## src/verilog/i2cm_pkg.sv

```systemverilog
// Constants, register map and types for the two-wire bus master.
// Assumes a byte-wide register port and one system clock.
package i2cm_pkg;
  // Register indices on the plain register port
  localparam logic [3:0] ADDR_CTRL1 = 4'h0;
  localparam logic [3:0] ADDR_CTRL2 = 4'h1;
  localparam logic [3:0] ADDR_STATUS = 4'h2;
  localparam logic [3:0] ADDR_BAUD = 4'h3;
  localparam logic [3:0] ADDR_BUF = 4'h4;
  localparam logic [3:0] ADDR_LINES = 4'h5;
  // port_control_one fields
  localparam int MODE_LSB = 0;
  localparam int EN_BIT = 5;
  localparam int WRITE_COLLISION_FLAG_BIT = 7;
  localparam logic [3:0] MODE_HW = 4'h8;
  localparam logic [3:0] MODE_FW = 4'hb;
  // port_control_two fields
  localparam int START_BIT = 0;
  localparam int RSTART_BIT = 1;
  localparam int STOP_BIT = 2;
  localparam int RCV_BIT = 3;
  localparam int ACKDT_BIT = 4;
  // port_status_register fields
  localparam int SSEEN_BIT = 0;
  localparam int PSEEN_BIT = 1;
  localparam int BUSY_BIT = 2;
  localparam int ACKRX_BIT = 3;
  localparam int EVENT_BIT = 4;
  localparam int BCOL_BIT = 5;
  // Firmware line register fields
  localparam int FW_SCL_BIT = 0;
  localparam int FW_SDA_BIT = 1;
  // Reset values and counts
  localparam logic [7:0] BAUD_RST = 8'h04;
  localparam logic [3:0] MODE_RST = 4'h0;
  localparam logic [3:0] LAST_BIT = 4'h8;
  localparam logic [1:0] PH_0 = 2'h0;
  localparam logic [1:0] PH_1 = 2'h1;
  localparam logic [1:0] PH_2 = 2'h2;

  // One bit per bus line
  typedef struct packed {
    logic scl;
    logic sda;
  } i2cm_lines_t;

  localparam i2cm_lines_t LINES_NONE = 2'h0;
  localparam i2cm_lines_t LINES_HIGH = 2'h3;

  typedef enum logic [5:0] {
    ST_IDLE = 6'h01,
    ST_START = 6'h02,
    ST_SHOLD = 6'h04,
    ST_RSTART = 6'h08,
    ST_STOP = 6'h10,
    ST_XFER = 6'h20
  } i2cm_state_t;
endpackage

```

## src/verilog/i2cm_top.sv

```systemverilog
// Two-wire bus master: register port, transmit FIFO, baud generator,
// Start/Repeated Start/Stop/byte engine. Assumes open-drain pads outside.
//
// The plain strobed port and the address map are this design's own decisions.
`timescale 1ns/1ns
`default_nettype none

// Transmit byte FIFO
module i2cm_fifo #(
  parameter int WIDTH = 8,
  parameter int DEPTH = 8
) (
  // Clock and reset
  input wire logic clk_sys,
  input wire logic reset,
  // Fill side
  input wire logic in_valid,
  output logic in_ready,
  input wire logic [WIDTH-1:0] in_data,
  // Drain side
  output logic out_valid,
  input wire logic out_ready,
  output logic [WIDTH-1:0] out_data
);
  localparam int AW = $clog2(DEPTH);
  logic [WIDTH-1:0] mem_q [DEPTH];
  logic [AW-1:0] wp_q;
  logic [AW-1:0] rp_q;
  logic [AW:0] cnt_q;
  wire push = in_valid && in_ready;
  wire pop = out_valid && out_ready;
  wire [AW-1:0] last_ptr = AW'(DEPTH - 1);

  assign in_ready = cnt_q != (AW+1)'(DEPTH);
  assign out_valid = cnt_q != '0;
  assign out_data = mem_q[rp_q];

  always_ff @(posedge clk_sys) begin
    if (push) begin
      mem_q[wp_q] <= in_data;
    end
  end

  always_ff @(posedge clk_sys) begin
    if (reset) begin
      wp_q <= '0;
      rp_q <= '0;
      cnt_q <= '0;
    end else begin
      if (push) begin
        wp_q <= (wp_q == last_ptr) ? '0 : wp_q + 1'b1;
      end
      if (pop) begin
        rp_q <= (rp_q == last_ptr) ? '0 : rp_q + 1'b1;
      end
      cnt_q <= cnt_q + (AW+1)'(push) - (AW+1)'(pop);
    end
  end
endmodule

// Operation
// - master only with master mode and enable
// - hardware pulls lines low, else releases
// - start/stop seen cleared on reset, disable
// - firmware mode: only start/stop detection active
// - event flag on each completed bus step
// - buffer write during start discarded, collision flag
// - master masks detection, events on request clear
// - master makes every clock, start, stop
// - repeated start keeps bus, no release
// - write address byte ends in zero
// - eight bits out, then acknowledge sampled
// - read: receive bytes, drive acknowledge each
// - bus clock paced by baud generator
// - start request with lines high loads generator
// - lines high at expiry: SDA low, start seen
// - one more period, clear request, hold SDA
// - low lines during start: collision, abort, idle
module i2cm_top #(
  parameter int FIFO_DEPTH = 8
) (
  // Clock and reset
  input wire logic clk_sys,
  input wire logic reset,
  // Register port
  input wire logic [3:0] reg_addr,
  input wire logic [7:0] reg_wdata,
  input wire logic reg_wr,
  input wire logic reg_rd,
  output logic [7:0] reg_rdata,
  // Bus pins
  input wire logic scl_in,
  input wire logic sda_in,
  output logic scl_out,
  output logic scl_oe,
  output logic sda_out,
  output logic sda_oe
);
  // Line synchronisers and history
  i2cm_pkg::i2cm_lines_t meta_q;
  i2cm_pkg::i2cm_lines_t line_q;
  i2cm_pkg::i2cm_lines_t prev_q;

  // Software-visible state
  logic [3:0] mode_q;
  logic en_q;
  logic write_collision_flag_q;
  logic start_req_q;
  logic rstart_req_q;
  logic stop_req_q;
  logic rcv_req_q;
  logic ackdt_q;
  logic [7:0] baud_q;
  i2cm_pkg::i2cm_lines_t fw_drv_q;
  logic sseen_q;
  logic pseen_q;
  logic ackrx_q;
  logic event_q;
  logic bcol_q;
  logic [7:0] rx_q;
  logic [7:0] rdata_q;
  i2cm_pkg::i2cm_lines_t oe_q;

  // Engine state
  i2cm_pkg::i2cm_state_t state_q, state_d;
  logic [1:0] ph_q, ph_d;
  logic [3:0] bit_q, bit_d;
  logic [8:0] sh_q, sh_d;
  logic [7:0] brg_q, brg_d;
  i2cm_pkg::i2cm_lines_t drv_q, drv_d;
  logic rxm_q, rxm_d;
  logic ev_gen, clr_start, clr_rstart, clr_stop, clr_rcv;
  logic set_sseen, set_pseen, set_bcol, set_ackrx, rx_load, pop;

  // FIFO wires
  logic fifo_in_ready;
  logic fifo_out_valid;
  logic [7:0] fifo_out_data;

  // Register decode
  wire wr_ctrl1 = reg_wr && reg_addr == i2cm_pkg::ADDR_CTRL1;
  wire wr_ctrl2 = reg_wr && reg_addr == i2cm_pkg::ADDR_CTRL2;
  wire wr_status = reg_wr && reg_addr == i2cm_pkg::ADDR_STATUS;
  wire wr_baud = reg_wr && reg_addr == i2cm_pkg::ADDR_BAUD;
  wire wr_buf = reg_wr && reg_addr == i2cm_pkg::ADDR_BUF;
  wire wr_lines = reg_wr && reg_addr == i2cm_pkg::ADDR_LINES;

  wire hw_mode = en_q && mode_q == i2cm_pkg::MODE_HW;
  wire fw_mode = en_q && mode_q == i2cm_pkg::MODE_FW;
  wire bus_high = line_q.scl && line_q.sda;
  wire brg_done = brg_q == 8'h00;
  wire start_det = prev_q.scl && line_q.scl && prev_q.sda && !line_q.sda;
  wire stop_det = prev_q.scl && line_q.scl && !prev_q.sda && line_q.sda;
  wire write_collision_flag_set = wr_buf && (start_req_q || !fifo_in_ready);
  wire fifo_push = wr_buf && !write_collision_flag_set;
  wire det_event = fw_mode && (start_det || stop_det);
  wire busy = state_q != i2cm_pkg::ST_IDLE;

  wire [7:0] ctrl1_rd = {write_collision_flag_q, 1'b0, en_q, 1'b0, mode_q};
  wire [7:0] ctrl2_rd = {3'h0, ackdt_q, rcv_req_q, stop_req_q, rstart_req_q, start_req_q};
  wire [7:0] status_rd = {2'h0, bcol_q, event_q, ackrx_q, busy, pseen_q, sseen_q};
  wire [7:0] rd_mux =
    (reg_addr == i2cm_pkg::ADDR_CTRL1) ? ctrl1_rd :
    (reg_addr == i2cm_pkg::ADDR_CTRL2) ? ctrl2_rd :
    (reg_addr == i2cm_pkg::ADDR_STATUS) ? status_rd :
    (reg_addr == i2cm_pkg::ADDR_BAUD) ? baud_q :
    (reg_addr == i2cm_pkg::ADDR_BUF) ? rx_q :
    (reg_addr == i2cm_pkg::ADDR_LINES) ? {6'h0, fw_drv_q.sda, fw_drv_q.scl} : 8'h00;

  // Pin drive: hardware engine, firmware lines, or released
  wire [1:0] oe_d = hw_mode ? drv_q : (fw_mode ? fw_drv_q : i2cm_pkg::LINES_NONE);

  i2cm_fifo #(
    .WIDTH(8),
    .DEPTH(FIFO_DEPTH)
  ) u_fifo (
    .clk_sys(clk_sys),
    .reset(reset),
    .in_valid(fifo_push),
    .in_ready(fifo_in_ready),
    .in_data(reg_wdata),
    .out_valid(fifo_out_valid),
    .out_ready(pop),
    .out_data(fifo_out_data)
  );

  // Engine next state
  always_comb begin
    state_d = state_q;
    ph_d = ph_q;
    bit_d = bit_q;
    sh_d = sh_q;
    drv_d = drv_q;
    rxm_d = rxm_q;
    brg_d = brg_done ? brg_q : brg_q - 8'h01;
    ev_gen = 1'b0;
    clr_start = 1'b0;
    clr_rstart = 1'b0;
    clr_stop = 1'b0;
    clr_rcv = 1'b0;
    set_sseen = 1'b0;
    set_pseen = 1'b0;
    set_bcol = 1'b0;
    set_ackrx = 1'b0;
    rx_load = 1'b0;
    pop = 1'b0;
    case (state_q)
      i2cm_pkg::ST_IDLE: begin
        if (hw_mode && start_req_q) begin
          if (!line_q.scl && !line_q.sda) begin
            set_bcol = 1'b1;
            clr_start = 1'b1;
            drv_d = i2cm_pkg::LINES_NONE;
          end else if (bus_high) begin
            state_d = i2cm_pkg::ST_START;
            brg_d = baud_q;
            drv_d = i2cm_pkg::LINES_NONE;
          end
        end else if (hw_mode && rstart_req_q) begin
          state_d = i2cm_pkg::ST_RSTART;
          ph_d = i2cm_pkg::PH_0;
          brg_d = baud_q;
          drv_d = '{scl: 1'b1, sda: 1'b0};
        end else if (hw_mode && stop_req_q) begin
          state_d = i2cm_pkg::ST_STOP;
          ph_d = i2cm_pkg::PH_0;
          brg_d = baud_q;
          drv_d = i2cm_pkg::LINES_HIGH;
        end else if (hw_mode && (rcv_req_q || fifo_out_valid)) begin
          state_d = i2cm_pkg::ST_XFER;
          ph_d = i2cm_pkg::PH_0;
          bit_d = 4'h0;
          rxm_d = rcv_req_q;
          // Released data bits, then our acknowledge level
          sh_d = rcv_req_q ? {8'hff, ackdt_q} : {fifo_out_data, 1'b1};
          pop = !rcv_req_q;
          brg_d = baud_q;
          drv_d = '{scl: 1'b1, sda: ~sh_d[8]};
        end
      end
      i2cm_pkg::ST_START: begin
        if (!line_q.scl) begin
          set_bcol = 1'b1;
          clr_start = 1'b1;
          state_d = i2cm_pkg::ST_IDLE;
        end else if (brg_done) begin
          if (bus_high) begin
            drv_d = '{scl: 1'b0, sda: 1'b1};
            set_sseen = 1'b1;
            state_d = i2cm_pkg::ST_SHOLD;
            brg_d = baud_q;
          end else begin
            set_bcol = 1'b1;
            clr_start = 1'b1;
            state_d = i2cm_pkg::ST_IDLE;
          end
        end
      end
      i2cm_pkg::ST_SHOLD: begin
        if (brg_done) begin
          clr_start = 1'b1;
          ev_gen = 1'b1;
          state_d = i2cm_pkg::ST_IDLE;
        end
      end
      i2cm_pkg::ST_RSTART: begin
        // Bus stays owned: SCL low, release SDA, raise SCL, pull SDA
        if (brg_done) begin
          brg_d = baud_q;
          if (ph_q == i2cm_pkg::PH_0) begin
            drv_d.scl = 1'b0;
            ph_d = i2cm_pkg::PH_1;
          end else if (ph_q == i2cm_pkg::PH_1) begin
            drv_d.sda = 1'b1;
            set_sseen = 1'b1;
            ph_d = i2cm_pkg::PH_2;
          end else begin
            clr_rstart = 1'b1;
            ev_gen = 1'b1;
            state_d = i2cm_pkg::ST_IDLE;
          end
        end
      end
      i2cm_pkg::ST_STOP: begin
        if (brg_done) begin
          brg_d = baud_q;
          if (ph_q == i2cm_pkg::PH_0) begin
            drv_d.scl = 1'b0;
            ph_d = i2cm_pkg::PH_1;
          end else if (ph_q == i2cm_pkg::PH_1) begin
            drv_d.sda = 1'b0;
            set_pseen = 1'b1;
            ph_d = i2cm_pkg::PH_2;
          end else begin
            clr_stop = 1'b1;
            ev_gen = 1'b1;
            state_d = i2cm_pkg::ST_IDLE;
          end
        end
      end
      i2cm_pkg::ST_XFER: begin
        if (brg_done) begin
          brg_d = baud_q;
          if (ph_q == i2cm_pkg::PH_0) begin
            drv_d.scl = 1'b0;
            ph_d = i2cm_pkg::PH_1;
          end else begin
            // Sample SDA at the end of the high half
            sh_d = {sh_q[7:0], line_q.sda};
            ph_d = i2cm_pkg::PH_0;
            if (bit_q == i2cm_pkg::LAST_BIT) begin
              drv_d = '{scl: 1'b1, sda: 1'b0};
              ev_gen = 1'b1;
              rx_load = rxm_q;
              clr_rcv = rxm_q;
              set_ackrx = !rxm_q;
              state_d = i2cm_pkg::ST_IDLE;
            end else begin
              bit_d = bit_q + 4'h1;
              drv_d = '{scl: 1'b1, sda: ~sh_d[8]};
            end
          end
        end
      end
      default: begin
        state_d = i2cm_pkg::ST_IDLE;
      end
    endcase
    if (!hw_mode) begin
      state_d = i2cm_pkg::ST_IDLE;
      drv_d = i2cm_pkg::LINES_NONE;
    end
  end

  // Synchronisers and engine registers
  always_ff @(posedge clk_sys) begin
    if (reset) begin
      meta_q <= i2cm_pkg::LINES_HIGH;
      line_q <= i2cm_pkg::LINES_HIGH;
      prev_q <= i2cm_pkg::LINES_HIGH;
      state_q <= i2cm_pkg::ST_IDLE;
      ph_q <= i2cm_pkg::PH_0;
      bit_q <= 4'h0;
      sh_q <= 9'h1ff;
      brg_q <= 8'h00;
      drv_q <= i2cm_pkg::LINES_NONE;
      rxm_q <= 1'b0;
    end else begin
      meta_q <= '{scl: scl_in, sda: sda_in};
      line_q <= meta_q;
      prev_q <= line_q;
      state_q <= state_d;
      ph_q <= ph_d;
      bit_q <= bit_d;
      sh_q <= sh_d;
      brg_q <= brg_d;
      drv_q <= drv_d;
      rxm_q <= rxm_d;
    end
  end

  // Control registers; hardware clears requests when each step is done
  always_ff @(posedge clk_sys) begin
    if (reset) begin
      mode_q <= i2cm_pkg::MODE_RST;
      en_q <= 1'b0;
      baud_q <= i2cm_pkg::BAUD_RST;
      fw_drv_q <= i2cm_pkg::LINES_NONE;
      start_req_q <= 1'b0;
      rstart_req_q <= 1'b0;
      stop_req_q <= 1'b0;
      rcv_req_q <= 1'b0;
      ackdt_q <= 1'b0;
    end else begin
      if (wr_ctrl1) begin
        mode_q <= reg_wdata[i2cm_pkg::MODE_LSB +: 4];
        en_q <= reg_wdata[i2cm_pkg::EN_BIT];
      end
      if (wr_baud) begin
        baud_q <= reg_wdata;
      end
      if (wr_lines) begin
        fw_drv_q <= '{scl: reg_wdata[i2cm_pkg::FW_SCL_BIT], sda: reg_wdata[i2cm_pkg::FW_SDA_BIT]};
      end
      if (!en_q) begin
        start_req_q <= 1'b0;
        rstart_req_q <= 1'b0;
        stop_req_q <= 1'b0;
        rcv_req_q <= 1'b0;
      end else if (wr_ctrl2) begin
        start_req_q <= reg_wdata[i2cm_pkg::START_BIT];
        rstart_req_q <= reg_wdata[i2cm_pkg::RSTART_BIT];
        stop_req_q <= reg_wdata[i2cm_pkg::STOP_BIT];
        rcv_req_q <= reg_wdata[i2cm_pkg::RCV_BIT];
        ackdt_q <= reg_wdata[i2cm_pkg::ACKDT_BIT];
      end else begin
        start_req_q <= start_req_q && !clr_start;
        rstart_req_q <= rstart_req_q && !clr_rstart;
        stop_req_q <= stop_req_q && !clr_stop;
        rcv_req_q <= rcv_req_q && !clr_rcv;
      end
    end
  end

  // Sticky flags: a set in the same cycle as a clear wins, except against the clear by reset or disable
  always_ff @(posedge clk_sys) begin
    if (reset || !en_q) begin
      sseen_q <= 1'b0;
      pseen_q <= 1'b0;
    end else begin
      sseen_q <= set_sseen || start_det || (sseen_q && !(set_pseen || stop_det));
      pseen_q <= set_pseen || stop_det || (pseen_q && !(set_sseen || start_det));
    end
  end

  always_ff @(posedge clk_sys) begin
    if (reset) begin
      event_q <= 1'b0;
      bcol_q <= 1'b0;
      write_collision_flag_q <= 1'b0;
      ackrx_q <= 1'b0;
      rx_q <= 8'h00;
    end else begin
      event_q <= ev_gen || det_event ||
        (event_q && !(wr_status && reg_wdata[i2cm_pkg::EVENT_BIT]));
      bcol_q <= set_bcol || (bcol_q && !(wr_status && reg_wdata[i2cm_pkg::BCOL_BIT]));
      write_collision_flag_q <= write_collision_flag_set || (write_collision_flag_q && !(wr_ctrl1 && !reg_wdata[i2cm_pkg::WRITE_COLLISION_FLAG_BIT]));
      if (set_ackrx) begin
        ackrx_q <= sh_d[0];
      end
      if (rx_load) begin
        rx_q <= sh_d[8:1];
      end
    end
  end

  // Registered outputs
  always_ff @(posedge clk_sys) begin
    if (reset) begin
      rdata_q <= 8'h00;
      oe_q <= i2cm_pkg::LINES_NONE;
      scl_out <= 1'b0;
      sda_out <= 1'b0;
    end else begin
      rdata_q <= reg_rd ? rd_mux : 8'h00;
      oe_q <= oe_d;
      scl_out <= 1'b0;
      sda_out <= 1'b0;
    end
  end

  assign reg_rdata = rdata_q;
  assign scl_oe = oe_q.scl;
  assign sda_oe = oe_q.sda;
endmodule

`default_nettype wire

```

## config.mk

```make
export PLATFORM = sky130hd
export DESIGN_NAME = i2cm_top
export DESIGN_NICKNAME = d
export VERILOG_FILES = /design/src/verilog/i2cm_pkg.sv /design/src/verilog/i2cm_top.sv
export SDC_FILE = /design/constraint.sdc
export NUM_CORES = 1
export LEC_CHECK = 0
export ABC_AREA = 0
export BUFFER_PORTS_ARGS = -buffer_cell sky130_fd_sc_hd__buf_2
export CAP_MARGIN = 20
export CORE_MARGIN = 3
export CORE_UTILIZATION = 62
export DETAILED_ROUTE_END_ITERATION = 7
export PLACE_DENSITY = 0.8
export SYNTH_ARGS = -nofsm -noshare
export SYNTH_HDL_FRONTEND = slang
export SYNTH_SLANG_ARGS = --single-unit
export TNS_END_PERCENT = 30
```

## constraint.sdc

```tcl
create_clock -name clk_sys -period 3.24 [get_ports clk_sys]
set_input_delay 0.648 -clock clk_sys [delete_from_list [all_inputs] [get_ports clk_sys]]
set_output_delay 0.648 -clock clk_sys [all_outputs]
set_load 0.1 [all_outputs]
```

; ---- Yosys cells after proc, flatten, opt, wreduce, memory -nomap -nowiden
; Memories as Yosys holds them, arrays and structs flattened. A register that Yosys moved wholly into a read port is not among the register bits.
; Index checks and enable logic that the tools add are counted.
[op_classes]
n_addsub = 6
eq_ne = 47
mux = 131
bitwise_logic = 8
n_reduce_logical = 87
[op_table]
columns = cell, n
row1 = 2-to-1 mux 8 bit, 15
row2 = 2-to-1 mux 6 bit, 15
row3 = 2-to-1 mux 9 bit, 7
row4 = 2-to-1 mux 1 bit, 49
row5 = 2-to-1 mux 2 bit, 23
row6 = inequality test 2 bit (second input constant), 20
row7 = logical AND 1 bit, 36
row8 = one-hot mux 6 bit (5 select lines), 1
row9 = 2-to-1 mux 4 bit, 7
row10 = one-hot mux 8 bit (3 select lines), 1
row11 = zero test 1 bit, 18
row12 = one-hot mux 9 bit (2 select lines), 1
row13 = 2-to-1 mux 3 bit, 5
row14 = AND reduction 14 bit, 1
row15 = equality test 4 bit (second input constant), 3
row16 = logical OR 1 bit, 12
row17 = inequality test 4 bit (second input constant), 3
row18 = AND reduction 11 bit, 1
row19 = one-hot mux 2 bit (5 select lines), 1
row20 = inequality test 3 bit (second input constant), 3
row21 = AND reduction 9 bit, 1
row22 = equality test 4 x 2 -> 1 bit (second input constant), 2
row23 = equality test 4 x 3 -> 1 bit (second input constant), 2
row24 = zero test 8 bit, 1
row25 = 36 further kinds, 51
[word_totals]
register_bits = 92
mem_bits_rw = 64
in_bits = 18
out_inout_bits = 12
elab_cells = 319
n_memories = 1
[memory_table]
columns = memory, depth, width, rd, rd_ports_with_merged_regs, write_ports, line_no
row1 = u_fifo.mem_q, 8, 8, 1, 1, 1, i2cm_top.sv:26  ; logic [WIDTH-1:0] mem_q [DEPTH];

; ---- Depth between registers and ports, before layout
[depth]
word_depth = 11
depth_mapped = 13
ltp_nobuf = 13

; ---- Cells and area by module
; A second synthesis with hierarchy kept.
[hier_totals]
hier_cells = 682
area_unflattened_um2 = 7439.6
[modules_own_cells]
columns = module, n_inst, cells_per_inst, area_per_inst_um2, seq_area_each_um2
row1 = i2cm_top, 1, 512, 4250.3, 1621.6
row2 = i2cm_fifo, 1, 170, 3189.3, 2182.1

; ---- Worst setup path after synthesis
; Ideal clock, no wire load.
[synth_timing]
kind = input to register
from = input port reg_addr[0]
to = memory u_fifo.mem_q[0][0] (enable)
setup_ns = 0.383
t_arrival_ns = 2.541
required_ns = 2.857
path_slack_ns = 0.316
stages = 6
n_path_buf = 2
cell_sequence = clkbuf_1 > nor4b_2 > and3_1 > clkbuf_1 > nand2b_1 > nor3_1
[synth_between]
elab_chain_len = 8
[synth_lines]
columns = item, line_no
row1 = from (decl), i2cm_top.sv:86  ; input wire logic [3:0] reg_addr,
row2 = equality test 4 x 3 -> 1 bit *, i2cm_top.sv:145  ; wire wr_buf = reg_wr && reg_addr == i2cm_pkg::ADDR_BUF;
row3 = logical AND 1 bit *, i2cm_top.sv:145
row4 = logical AND 1 bit, i2cm_top.sv:154  ; wire write_collision_flag_set = wr_buf && (start_req_q || !fifo_in_ready);
row5 = zero test 1 bit, i2cm_top.sv:155  ; wire fifo_push = wr_buf && !write_collision_flag_set;
row6 = logical AND 1 bit *, i2cm_top.sv:155
row7 = logical AND 1 bit *, i2cm_top.sv:30  ; wire push = in_valid && in_ready;
row8 = named net u_fifo.push, i2cm_top.sv:30
row9 = 2-to-1 mux 1 bit *, i2cm_top.sv:39  ; if (push) begin
row10 = 2-to-1 mux 1 bit (implied by the code) *, i2cm_top.sv:40  ; mem_q[wp_q] <= in_data;
row11 = to (decl), i2cm_top.sv:26
; Mark *: on every way through the listed nets, which the timed path passes. The rest lies on a longest branch.

; ---- Final worst setup path
[layout_timing]
from = register state_q[5]
to = register u_fifo.cnt_q[3]
[layout_between]
elab_chain_len = 4
[layout_lines]
columns = item, line_no
row1 = from (decl), i2cm_top.sv:125  ; i2cm_pkg::i2cm_state_t state_q, state_d;
row2 = from (signal assigned), i2cm_top.sv:341  ; state_q <= i2cm_pkg::ST_IDLE;
row3 = from (signal assigned), i2cm_top.sv:352  ; state_q <= state_d;
row4 = equality test 6 x 1 -> 1 bit, i2cm_top.sv:207  ; case (state_q)
row5 = 2-to-1 mux 1 bit, i2cm_top.sv:207
row6 = logical AND 1 bit, i2cm_top.sv:31  ; wire pop = out_valid && out_ready;
row7 = named net u_fifo.pop, i2cm_top.sv:31
row8 = subtractor 4 x 1 -> 4 bit, i2cm_top.sv:56  ; cnt_q <= cnt_q + (AW+1)'(push) - (AW+1)'(pop);
row9 = to (signal assigned), i2cm_top.sv:56
row10 = to (decl), i2cm_top.sv:29  ; logic [AW:0] cnt_q;
; The timed path passes the listed nets, and every way through them passes these cells.
; A chain may end at the register's enable or synchronous reset.

==> impl_metrics.ini <==
[status]
status = finished, final reports clean

[die]
rows = 39
core-area_mm2 = 0.0116
io_pins = 30
start_util = 0.643
dieArea_mm2 = 0.0134
die_h_um = 116
dieWidth_um = 116

[synth]
yosysMostFrequentCell = dfxtp_1
ys_seq_area_frac = 0.512
yosysTopAreaCellShare = 0.257
netlist_area_mm2 = 0.00747
synth_edf_count = 64
yosys_warnings = 0
ys_async_sr_fraction = 0
netlist_instances = 716
synthTopCellsByCount = 95 x dfxtp_1, 80 x nor2_1, 64 x edfxtp_1
synthTopCellsByArea = edfxtp_1 26%, dfxtp_1 25%, mux4_2 4.5%
ys_ff_latch = 159
synthFlopType = dfxtp_1
synth_area_per_cell_um2 = 10.4
synth.distinct_cells = 78
yosys.area.top_type = edfxtp_1

[cts]
cts_max_level = 4
tritoncts = yes
cts_root_buf = clkbuf_16
cts.sinks = 159
clk_path_buf_depth = 2
clk_pin_slew_ns = 0.06
cts_buffers = 17
holdBufCountCts = 0
insertion_delay_ns = 0.44

[global_route]
grt_pass1_wl_um = 30700
busiest_layer = met2
grt_pass1_vias = 5623
grt_max_degree = 65
use_met3 = 0.0689
met2_usage = 0.456
gr-total-overflow = 0
antenna_found_initial = 0
use_met1 = 0.438
grtUsageTotal = 0.303

[worst_setup_path]
cp-start-kind = flop
cp.required_ns = 3.54
crit_type = reg -> reg
worstPathMaxFanout = 10
worstPathArrival_ns = 3.32
worst_setup_path_end_kind = flop

[routing]
ant_nets = 0
routed_wl_um = 19300
viasPerCell = 6.74
drcViolationCount = 0
drt_iter0_drc = 718
drt-wirelength-per-cell_um = 21.5
first_pass_iters = 6
vias = 6049

[final_layout]
fin_nets = 773
fin_area_mm2 = 0.00833
area_growth_pct = 11.6
layout-drive-gt1-share = 0.166
n_antenna_cell = 0

[timing]
fin_setup_tns_ns = 0
setup_viol = 0
clock_skew_ns = 0.0103
rsz0062_at_grt = no
worst_pin_slew_ns = 0.810
finalCriticalPeriod_ns = 3.03
hold_viol = 0
finalCritPeriodShare = 0.934
max_freq_ghz = 0.331
slew_viol_final = 0
hold_ws_ns = 0.414
slew_headroom = 0.459

[power]
leakage_nw = 2.95
power-per-cell-area_mw_per_mm2 = 578
ir_drop_mv = 0.459

[run]
drv_cap = 0

[placed_design]
dp_hpwl_um = 13100
numPortBuffers = 27
placed_area_mm2 = 0.00775
routabilityCongestion = 0.907

[min_path]
hold_path_class = in -> reg
[per-stage QoR]
step	power, mW	std cells	utilization	setup WS, ns
detailed placement	2.90	865	0.668	0.319
finish	4.82	897	0.718	0.215
CTS	4.81	897	0.717	0.251
global route	4.98	897	0.718	0.0598
global placement	2.88	865	0.668	0.442
floorplan	2.70	717	-	0.316
[cells in the final DEF, fill, tap and decap left out, drive strengths merged, types with 4 or more instances in the layout]
master	count
nor4	5
mux2i	30
and2	4
xor2	6
a211oi	11
o211ai	7
mux4	15
nand3	29
nand2	56
edfxtp	64
or2	7
a21oi	54
nand4b	4
nor3b	4
a22oi	7
dfxtp	95
ha	13
buf	49
xnor2	4
nand2b	9
a31oi	6
o21ai	30
a221oi	8
nor4b	4
nor2b	17
clkinv	5
a311oi	4
inv	24
and3	7
clkbuf	19
nor2	81
nor3	22
mux2	4
nand3b	5
a22o	4
[power by group]
group	internal, mW	total, mW	switching, mW
combinational	0.276	0.707	0.432
clock	1.06	1.94	0.881
sequential	2.12	2.17	0.0510
total	3.46	4.82	1.36
[final timing paths]
path                      startpoint                    endpoint  slack, ns  cells past startpoint
max          state_q[5]$_SDFFE_PP0P_  u_fifo.cnt_q[3]$_SDFF_PP0_       0.21                     11
min reg2reg     meta_q[1]$_SDFF_PP1_        line_q[1]$_SDFF_PP1_       0.42                      1
min                           scl_in        meta_q[1]$_SDFF_PP1_       0.41                      2
max reg2reg  state_q[5]$_SDFFE_PP0P_  u_fifo.cnt_q[3]$_SDFF_PP0_       0.21                     11
[sequential cells by signal, indices dropped and copies added, names as in the netlist, 3 cells and up, named ones only]
register      cells
u_fifo.cnt_q      4
mode_q            4
u_fifo.rp_q       3
u_fifo.mem_q     64
state_q           6
rx_q              8
u_fifo.wp_q       3
brg_q             8
bit_q             4
reg_rdata         8
sh_q              9
baud_q            8
[routing by layer]
metal  vias to the layer above  part of all wire
met5                         -                 0
li1                       2696                 -
met4                         0             0.027
met3                        53              0.11
met2                       376              0.45
met1                      2924              0.42
[cell families after synthesis]
kind of cell	count (synthesis)	share of synthesized area
adder cells (fa/ha/maj)	14	0.0245
multiplexers	49	0.0915
other	1	0.000502
XOR/XNOR	10	0.0117
flip-flops	159	0.512
AO/OA/AOI/OAI	162	0.146
buffers and inverters	60	0.0347
AND/OR/NAND/NOR	261	0.179
[cell type report]
class	count	area [um2]
Clock inverter	13	120
Fill cell	829	3280
Inverter	16	60.1
Tap cell	143	179
Multi-Input combinational cell	498	3400
Timing Repair Buffer	49	300
Sequential cell	159	3820
Clock buffer	19	454
[critical path, stage by stage (launching register included)]
cell     delay (ns)
dfxtp_1        0.39
or4_4          0.60
nor3b_4        0.23
nand3_2        0.18
nor2_2         0.25
ha_1           0.25
inv_1          0.08
ha_1           0.30
a21o_1         0.19
a21oi_1        0.19
xnor2_1        0.17
nor2_1         0.06
[timing repair]
item | 4_1_cts | 5_1_grt
setup endpoints to repair | 0 | 2
buffers inserted | 0 | 0
resized for setup | 0 | 1
(Power assumes the default switching activity.)
